`src/core/scan_tap_pkg.sv`:
```
// Purpose: Constants and types for the boundary-scan test access port
// Assumes: Test clock sampled by the 50 MHz system clock
// Notes:   Instruction codes other than the two AC tests are this block's own
package scan_tap_pkg;

  localparam int unsigned IR_WIDTH       = 10;
  localparam int unsigned ID_WIDTH       = 32;
  localparam int unsigned BSR_LEN_MIN    = 260;
  localparam int unsigned BSR_LEN_MAX    = 1632;
  localparam int unsigned BSR_LEN_OPTION = 1006;
  localparam int unsigned SYNC_STAGES    = 2;
  localparam int unsigned TX_CELL        = 0;
  localparam int unsigned RX_CELL        = 1;

  localparam logic [IR_WIDTH-1:0] IR_EXTEST_PULSE = 10'b00_1000_1111;
  localparam logic [IR_WIDTH-1:0] IR_EXTEST_TRAIN = 10'b00_0100_1111;
  localparam logic [IR_WIDTH-1:0] IR_EXTEST       = 10'b00_0000_1111;
  localparam logic [IR_WIDTH-1:0] IR_SAMPLE       = 10'b00_0000_0101;
  localparam logic [IR_WIDTH-1:0] IR_IDENT        = 10'b00_0000_0110;
  localparam logic [IR_WIDTH-1:0] IR_BYPASS       = 10'b11_1111_1111;
  localparam logic [IR_WIDTH-1:0] IR_RESET_VAL    = IR_IDENT;
  localparam logic [IR_WIDTH-1:0] IR_CAPTURE_VAL  = 10'b00_0000_0001;

  // Identity fields: values arbitrary, not those of any real part
  localparam logic [3:0]  ID_VERSION = 4'h1;
  localparam logic [15:0] ID_PART    = 16'h1234;
  localparam logic [10:0] ID_MAKER   = 11'h2A5;

  typedef enum logic [3:0] {
    TEST_RESET, RUN_IDLE, SEL_DR, CAP_DR, SHIFT_DR, EXIT1_DR, PAUSE_DR, EXIT2_DR,
    UPD_DR, SEL_IR, CAP_IR, SHIFT_IR, EXIT1_IR, PAUSE_IR, EXIT2_IR, UPD_IR
  } tap_state_t;

  typedef struct packed {
    logic tck;
    logic tms;
    logic tdi;
  } tap_pins_t;

endpackage

```
`src/core/scan_tap.sv`:
```
// Purpose: Boundary-scan test access port with AC-coupled transceiver tests
// Assumes: Test clock far slower than clk_i; pins arrive asynchronously
// Notes:   TCK edges are found by sampling, so the logic is all in clk_i domain
`timescale 1ns/1ps
// What this block does
// Every variant has the standard access port, the AC extension acts on transceiver pins only.
// Transceiver transmit and receive pairs have their own scan cells apart from the user I/O cells.
// The scan register length is fixed per variant, from 260 to 1632 cells, with 1006 for one package.
// The identity register is 32 bits: version, part number, maker code and a final 1.
// Two extra instructions drive edges on AC-coupled paths so receivers see transitions.
// Code 0010001111 in the instruction register selects the single-pulse AC test.
// Under the single pulse the driver shows the test data at the falling clock edge in update.
// Under the single pulse the driver shows inverted data at the falling edge after entering run-test/idle.
// Under the single pulse the driver restores true data at the falling edge after leaving run-test/idle.
// Code 0001001111 selects the pulse-train AC test, otherwise like the single pulse.
// Under the pulse train the output toggles at every falling edge while in run-test/idle.
// The port uses test data in, test data out, mode select and test clock.
// The instruction register is 10 bits and shifts least significant bit first.
// The identity register is chosen by its instruction and reset, and shifts out LSB first.
module scan_tap
  import scan_tap_pkg::*;
#(
  parameter int unsigned BSR_LEN = BSR_LEN_OPTION
)(
  input  wire logic               clk_i,
  input  wire logic               rst_i,
  input  wire logic               ce_i,
  input  wire tap_pins_t          pins_i,
  input  wire logic               rx_pair_i,
  output logic                    tdo_o,
  output logic                    tdo_oe_o,
  output logic                    tx_pair_o,
  output logic                    ac_mode_o
);

  tap_pins_t                 sync1_reg;
  tap_pins_t                 sync2_reg;
  logic                      tck_prev_reg;
  tap_state_t                state_reg;
  tap_state_t                state_next;
  logic [IR_WIDTH-1:0]       ir_shift_reg;
  logic [IR_WIDTH-1:0]       ir_reg;
  logic [ID_WIDTH-1:0]       id_reg;
  logic                      bypass_reg;
  logic [BSR_LEN-1:0]        bsr_reg;
  logic [BSR_LEN-1:0]        upd_reg;
  logic                      rise;
  logic                      fall;
  logic                      is_pulse;
  logic                      is_train;
  logic                      is_ac;
  logic                      is_ext;
  logic                      tdo_next;
  logic                      rx_meta_reg;
  logic                      rx_sync_reg;
  logic [IR_WIDTH-1:0]       ir_eff;

  function automatic tap_state_t tap_step(input tap_state_t s, input logic m);
    unique case (s)
      TEST_RESET: tap_step = m ? TEST_RESET : RUN_IDLE;
      RUN_IDLE:   tap_step = m ? SEL_DR : RUN_IDLE;
      SEL_DR:     tap_step = m ? SEL_IR : CAP_DR;
      CAP_DR:     tap_step = m ? EXIT1_DR : SHIFT_DR;
      SHIFT_DR:   tap_step = m ? EXIT1_DR : SHIFT_DR;
      EXIT1_DR:   tap_step = m ? UPD_DR : PAUSE_DR;
      PAUSE_DR:   tap_step = m ? EXIT2_DR : PAUSE_DR;
      EXIT2_DR:   tap_step = m ? UPD_DR : SHIFT_DR;
      UPD_DR:     tap_step = m ? SEL_DR : RUN_IDLE;
      SEL_IR:     tap_step = m ? TEST_RESET : CAP_IR;
      CAP_IR:     tap_step = m ? EXIT1_IR : SHIFT_IR;
      SHIFT_IR:   tap_step = m ? EXIT1_IR : SHIFT_IR;
      EXIT1_IR:   tap_step = m ? UPD_IR : PAUSE_IR;
      PAUSE_IR:   tap_step = m ? EXIT2_IR : PAUSE_IR;
      EXIT2_IR:   tap_step = m ? UPD_IR : SHIFT_IR;
      UPD_IR:     tap_step = m ? SEL_DR : RUN_IDLE;
    endcase
  endfunction

  // Two stages on every pin before anything looks at it
  always_ff @(posedge clk_i or posedge rst_i)
  begin
    if (rst_i)
    begin
      sync1_reg    <= '0;
      sync2_reg    <= '0;
      tck_prev_reg <= 1'b0;
      rx_meta_reg  <= 1'b0;
      rx_sync_reg  <= 1'b0;
    end
    else if (ce_i)
    begin
      sync1_reg    <= pins_i;
      sync2_reg    <= sync1_reg;
      tck_prev_reg <= sync2_reg.tck;
      rx_meta_reg  <= rx_pair_i;
      rx_sync_reg  <= rx_meta_reg;
    end
  end

  assign rise       = sync2_reg.tck & ~tck_prev_reg;
  assign fall       = ~sync2_reg.tck & tck_prev_reg;
  assign state_next = tap_step(state_reg, sync2_reg.tms);
  // New code acts from the Update-IR fall, so decode looks at it one half period early
  assign ir_eff     = (state_reg == UPD_IR) ? ir_shift_reg : ir_reg;
  assign is_pulse   = (ir_eff == IR_EXTEST_PULSE);
  assign is_train   = (ir_eff == IR_EXTEST_TRAIN);
  assign is_ac      = is_pulse | is_train;
  assign is_ext     = is_ac | (ir_eff == IR_EXTEST);

  always_ff @(posedge clk_i or posedge rst_i)
  begin
    if (rst_i)
      state_reg <= TEST_RESET;
    else if (ce_i && rise)
      state_reg <= state_next;
  end

  // Instruction path, LSB first from TDI side
  always_ff @(posedge clk_i or posedge rst_i)
  begin
    if (rst_i)
    begin
      ir_shift_reg <= '0;
      ir_reg       <= IR_RESET_VAL;
    end
    else if (ce_i)
    begin
      if (rise && state_reg == CAP_IR)
        ir_shift_reg <= IR_CAPTURE_VAL;
      else if (rise && state_reg == SHIFT_IR)
        ir_shift_reg <= {sync2_reg.tdi, ir_shift_reg[IR_WIDTH-1:1]};
      if (rise && state_reg == TEST_RESET)
        ir_reg <= IR_RESET_VAL;
      else if (fall && state_reg == UPD_IR)
        ir_reg <= ir_shift_reg;
    end
  end

  // Data registers
  always_ff @(posedge clk_i or posedge rst_i)
  begin
    if (rst_i)
    begin
      id_reg     <= '0;
      bypass_reg <= 1'b0;
      bsr_reg    <= '0;
    end
    else if (ce_i && rise)
    begin
      if (state_reg == CAP_DR)
      begin
        id_reg     <= {ID_VERSION, ID_PART, ID_MAKER, 1'b1};
        bypass_reg <= 1'b0;
        bsr_reg    <= bsr_reg;
        bsr_reg[RX_CELL] <= rx_sync_reg;
        bsr_reg[TX_CELL] <= tx_pair_o;
      end
      else if (state_reg == SHIFT_DR)
      begin
        if (ir_reg == IR_IDENT)
          id_reg <= {sync2_reg.tdi, id_reg[ID_WIDTH-1:1]};
        else if (ir_reg == IR_BYPASS)
          bypass_reg <= sync2_reg.tdi;
        else
          bsr_reg <= {sync2_reg.tdi, bsr_reg[BSR_LEN-1:1]};
      end
    end
  end

  // Update latches move on the falling edge, as the output stage does
  always_ff @(posedge clk_i or posedge rst_i)
  begin
    if (rst_i)
      upd_reg <= '0;
    else if (ce_i && fall && state_reg == UPD_DR && ir_reg != IR_IDENT && ir_reg != IR_BYPASS)
      upd_reg <= bsr_reg;
  end

  always_comb
  begin
    if (state_reg == SHIFT_IR)
      tdo_next = ir_shift_reg[0];
    else if (ir_reg == IR_IDENT)
      tdo_next = id_reg[0];
    else if (ir_reg == IR_BYPASS)
      tdo_next = bypass_reg;
    else
      tdo_next = bsr_reg[0];
  end

  // TDO changes on the falling edge only, so the tester samples a settled bit
  always_ff @(posedge clk_i or posedge rst_i)
  begin
    if (rst_i)
    begin
      tdo_o    <= 1'b0;
      tdo_oe_o <= 1'b0;
    end
    else if (ce_i && fall)
    begin
      tdo_o    <= tdo_next;
      tdo_oe_o <= (state_reg == SHIFT_IR) || (state_reg == SHIFT_DR);
    end
  end

  // AC driver on the transceiver transmit pair only; user I/O keep level tests
  always_ff @(posedge clk_i or posedge rst_i)
  begin
    if (rst_i)
    begin
      tx_pair_o <= 1'b0;
      ac_mode_o <= 1'b0;
    end
    else if (ce_i && fall)
    begin
      ac_mode_o <= is_ac;
      if (state_reg == TEST_RESET)
        tx_pair_o <= 1'b0;
      else if (is_ext && (state_reg == UPD_DR || state_reg == UPD_IR))
        tx_pair_o <= upd_bit(state_reg, bsr_reg[TX_CELL], upd_reg[TX_CELL]);
      else if (is_ac && state_reg == RUN_IDLE)
      begin
        if (is_train)
          tx_pair_o <= ~tx_pair_o;
        else
          tx_pair_o <= ~upd_reg[TX_CELL];
      end
      else if (is_ac)
        tx_pair_o <= upd_reg[TX_CELL];
    end
  end

  function automatic logic upd_bit(input tap_state_t s, input logic shift_bit, input logic held_bit);
    upd_bit = (s == UPD_DR) ? shift_bit : held_bit;
  endfunction

  logic in_idle_prev_reg;
  always_ff @(posedge clk_i or posedge rst_i)
  begin
    if (rst_i)
      in_idle_prev_reg <= 1'b0;
    else if (ce_i && fall)
      in_idle_prev_reg <= (state_reg == RUN_IDLE);
  end

  AST_PULSE_INVERT: assert property (@(posedge clk_i) disable iff (rst_i)
    ce_i && fall && is_pulse && state_reg == RUN_IDLE |=> tx_pair_o == ~upd_reg[TX_CELL])
    else $error("pulse did not invert in idle");
  AST_PULSE_RESTORE: assert property (@(posedge clk_i) disable iff (rst_i)
    ce_i && fall && is_pulse && state_reg == SEL_DR && in_idle_prev_reg |=> tx_pair_o == upd_reg[TX_CELL])
    else $error("pulse did not restore after idle");
  AST_TRAIN_TOGGLE: assert property (@(posedge clk_i) disable iff (rst_i)
    ce_i && fall && is_train && state_reg == RUN_IDLE |=> tx_pair_o != $past(tx_pair_o))
    else $error("train did not toggle");
  AST_UPDATE_DRIVE: assert property (@(posedge clk_i) disable iff (rst_i)
    ce_i && fall && is_ac && state_reg == UPD_DR |=> tx_pair_o == $past(bsr_reg[TX_CELL]))
    else $error("update did not drive data");
  AST_PULSE_DECODE: assert property (@(posedge clk_i) disable iff (rst_i)
    ce_i && fall && ir_reg == IR_EXTEST_PULSE && state_reg == RUN_IDLE && in_idle_prev_reg |=> $stable(tx_pair_o))
    else $error("pulse code behaved as a train");
  AST_TRAIN_DECODE: assert property (@(posedge clk_i) disable iff (rst_i)
    ce_i && fall && ir_eff == IR_EXTEST_TRAIN |=> ac_mode_o)
    else $error("train code not decoded");
  AST_UPDIR_DRIVE: assert property (@(posedge clk_i) disable iff (rst_i)
    ce_i && fall && is_ac && state_reg == UPD_IR |=> tx_pair_o == upd_reg[TX_CELL])
    else $error("update ir did not drive data");
  AST_IR_SHIFT: assert property (@(posedge clk_i) disable iff (rst_i)
    ce_i && rise && state_reg == SHIFT_IR |=> ir_shift_reg[IR_WIDTH-1] == $past(sync2_reg.tdi))
    else $error("instruction shift wrong");
  AST_RESET_IDENT: assert property (@(posedge clk_i) disable iff (rst_i)
    ce_i && rise && state_reg == TEST_RESET |=> ir_reg == IR_IDENT)
    else $error("reset did not select identity");
  AST_ID_LSB: assert property (@(posedge clk_i) disable iff (rst_i)
    ce_i && rise && state_reg == CAP_DR && ir_reg == IR_IDENT |=> id_reg[0] == 1'b1)
    else $error("identity lsb not one");
  AST_ACMODE_ONLY: assert property (@(posedge clk_i) disable iff (rst_i)
    ce_i && fall |=> ac_mode_o == $past(is_ac))
    else $error("ac mode flag wrong");

  COV_PULSE: cover property (@(posedge clk_i) is_pulse && state_reg == RUN_IDLE && fall);
  COV_TRAIN: cover property (@(posedge clk_i) is_train && state_reg == RUN_IDLE && fall);
  COV_IDENT: cover property (@(posedge clk_i) ir_reg == IR_IDENT && state_reg == SHIFT_DR);

endmodule // scan_tap

```
`config.mk`:
```
export PLATFORM = sky130hd
export DESIGN_NAME = scan_tap
export DESIGN_NICKNAME = d
export VERILOG_FILES = /design/src/core/scan_tap_pkg.sv /design/src/core/scan_tap.sv
export SDC_FILE = /design/constraint.sdc
export NUM_CORES = 2
export LEC_CHECK = 0
export ABC_AREA = 0
export BUFFER_PORTS_ARGS = -buffer_cell sky130_fd_sc_hd__buf_2
export CORE_MARGIN = 8
export CORE_UTILIZATION = 52
export DETAILED_ROUTE_END_ITERATION = 8
export HOLD_SLACK_MARGIN = 0.12
export PLACE_DENSITY = 0.7
export SLEW_MARGIN = 20
export SYNTH_ARGS = -nofsm -noshare
export SYNTH_HDL_FRONTEND = slang
export SYNTH_SLANG_ARGS = --single-unit
```
`constraint.sdc`:
```
create_clock -name clk_i -period 35.1 [get_ports clk_i]
set_input_delay 3.51 -clock clk_i [delete_from_list [all_inputs] [get_ports clk_i]]
set_output_delay 3.51 -clock clk_i [all_outputs]
set_load 0.005 [all_outputs]
```
==> results.toml <==
[status]
status = "finished clean"

[logic_synthesis]
synth_flop_cell = "dfrtp_1"
synth.avg_cell_area_um2 = 16.80
netlist_instances = 2406
synth_cell_types = 53
synthArstFlopShare_pct = 100.0
yosys_warnings = 0
seq_area_frac_synth_pct = 66.70
syn_area_um2 = 40410
ys_ff_latch = 1077
synth_edf_count = 0
synth_nets = 2413

[clocking]
postCtsResizedCells = 0
numCtsBuffers = 107
cts-hold-fix-buffers = 0
cts_tree = "done"
htree_levels = 3
postCtsSetupRepairBufs = 0
worst_skew_pair.late_latency_ns = 0.66
clkTransAtPathRegs_ns = 0.06
clockBufferDepth = 3
cts_sinks = 1077
clock-root-buffer = "clkbuf_16"

[global_routing]
grt_overflow_total = 0
antenna_found_initial = 0
grt_max_degree = 210
track_usage_pct = 12.66
grt_first_pass_wirelength_um = 95910
first_global_vias = 20130

[final_layout]
largest_reg_flops = 1006
most-common-layout-cells = "1075 x dfrtp_1, 865 x mux2_2, 147 x mux2_1"
drive_gt1_share_pct = 43.67
mostFrequentLayoutCell = "dfrtp_1"
final_util_pct = 58.20
n_antenna_cell = 0
regArea_um2 = 26950
num-fill-cells = 5792
multi_input_area_um2 = 12630
fin_nets = 2429
area_delta_synth_final_pct = 11.21

[worst_setup_path]
endpoint_kind = "register"
crit_path_frequent_cell = "buf_4"
cpPeakStageDelay_ns = 0.92
crit_buf_inv = 5
worstPathRequired_ns = 35.63
critPathLaunchType = "input pin"
crit_fanout = 209
critPathTopFamily = "buffers and inverters"
path_cells = "buf_2 > nand2_1 > nor2_1 > nand2_1 > nor2_4 > buf_12 > buf_4 > buf_4 > buf_4 > mux2_2"
critPathKind = "in2reg"
cp_slowest_cell = "buf_4"
arrival_ns = 8.48

[timing]
maxSlewHeadroom_pct = 23.94
hold_viol_final = 0
finalSetupViolCount = 0
rsz0062_at_grt = "false"
worst_pin_slew_ns = 1.141
fmax_mhz = 125.7
slew_violations = 0
fin_ws_ns = 27.14
period_needed_ns = 7.956
min_period_over_period_pct = 22.67
tns_ns = 0
fin_worst_skew_ns = 0.02590

[placement]
place_congestion = 0.7945
place_hpwl_um = 29180
dp_slack_ns = 26.51
port-buffer-count = 10

[power]
vdd_drop_max_mv = 0.04290
p_leak_nw = 22.90
finalPower_mw = 2.516
power_density_nw_per_um2 = 55.98

[drt]
first_pass_iters = 6
routedWlPerCell_um = 14.70
detail-route-antenna-nets = 0
dr.first_iter.drc_count = 1041
viasPerCell = 5.203
routed_wl_um = 52200
drc = 0
vias = 18470

[min_path]
hold_path.class = "reg2reg"

[floorplanning]
rows = 102
dieArea_um2 = 86890
initial_utilization_pct = 52.34
io_pins = 11
die_w_um = 294.8
core_area_um2 = 77210
die-height_um = 294.8

[run]
cap_violations = 0
## cell families after synthesis
kind of cell	synth area share, %
AND/OR/NAND/NOR	1.108
multiplexers	28.28
AO/OA/AOI/OAI	1.787
buffers and inverters	2.065
XOR/XNOR	0.06503
flip-flops	66.70
## through the flow
step                      area [um2]  hold WS (ns)  instances
after CTS                      44920        0.4675       3550
after global routing           44940        0.4928       3550
after floorplan                40410        0.4486       2406
final                          44940        0.4760       3550
after detailed placement       41170        0.4701       3353
after global placement         41170        0.4610       3353
## final cells by class
type / instances / area share (%)
Multi-Input combinational cell: 1194 / 28.10
Clock inverter: 60 / 1.696
Clock buffer: 137 / 6.635
Tap cell: 1040 / 2.896
Sequential cell: 1077 / 59.98
Timing Repair Buffer: 33 / 0.6014
Inverter: 9 / 0.09188
## worst reg2reg max path: cells and delay by family, from the launching register on
| kind | cells | cell delay (ns) |
|---|---|---|
| buffers and inverters | 4 | 3.35 |
| flip-flops | 1 | 0.60 |
| multiplexers | 1 | 0.44 |
| AND/OR/NAND/NOR | 4 | 1.01 |
## metal layers
layer / track usage (%) / share of wire (%)
met5: 0 / 0
met4: 4.321 / 2.3
met1: 17.24 / 46
met3: 2.417 / 3.2
met2: 20.44 / 48
## cells in the mapped netlist, types with 3 or more instances
cell | count | area, um2
a21oi_1 | 12 | 60.06
a22o_1 | 38 | 332.8
nand2_1 | 27 | 101.4
nor4_1 | 3 | 18.77
clkbuf_1 | 10 | 37.54
o21ai_0 | 13 | 65.06
nand3b_1 | 3 | 22.52
inv_1 | 9 | 33.78
buf_6 | 7 | 78.83
nor2b_1 | 3 | 18.77
mux2_1 | 147 | 1655
nand4_1 | 9 | 56.30
buf_4 | 56 | 420.4
dfrtp_1 | 1075 | 26900
buf_2 | 52 | 260.3
nor3_1 | 5 | 25.02
o22a_1 | 12 | 105.1
or2_2 | 3 | 18.77
mux2_2 | 865 | 9741
nand3_1 | 7 | 35.03
mux2i_1 | 3 | 30.03
nor2_1 | 12 | 45.04
## worst paths after layout
check	start	endpoint	slack (ns)	depth (start not counted)
worst max-delay path	ce_i	bsr_reg[74]	27.14	10
worst min-delay path	bsr_reg[922]	bsr_reg[921]	0.48	1
worst max register to register	state_reg[0]	bsr_reg[74]	29.58	9
worst min register to register	bsr_reg[922]	bsr_reg[921]	0.48	1
max in group asynchronous	rst_i	bsr_reg[495]	29.00	5
min in group asynchronous	rst_i	bsr_reg[188]	3.03	2
## where the power goes
part / total (mW) / switching, mW / internal, mW / leakage, nW
combinational: 0.0657 / 0.0428 / 0.0229 / 6.05
sequential: 1.27 / 0.0172 / 1.26 / 15.0
clock: 1.18 / 0.469 / 0.706 / 1.87
Power figures use the tool's default switching activity.
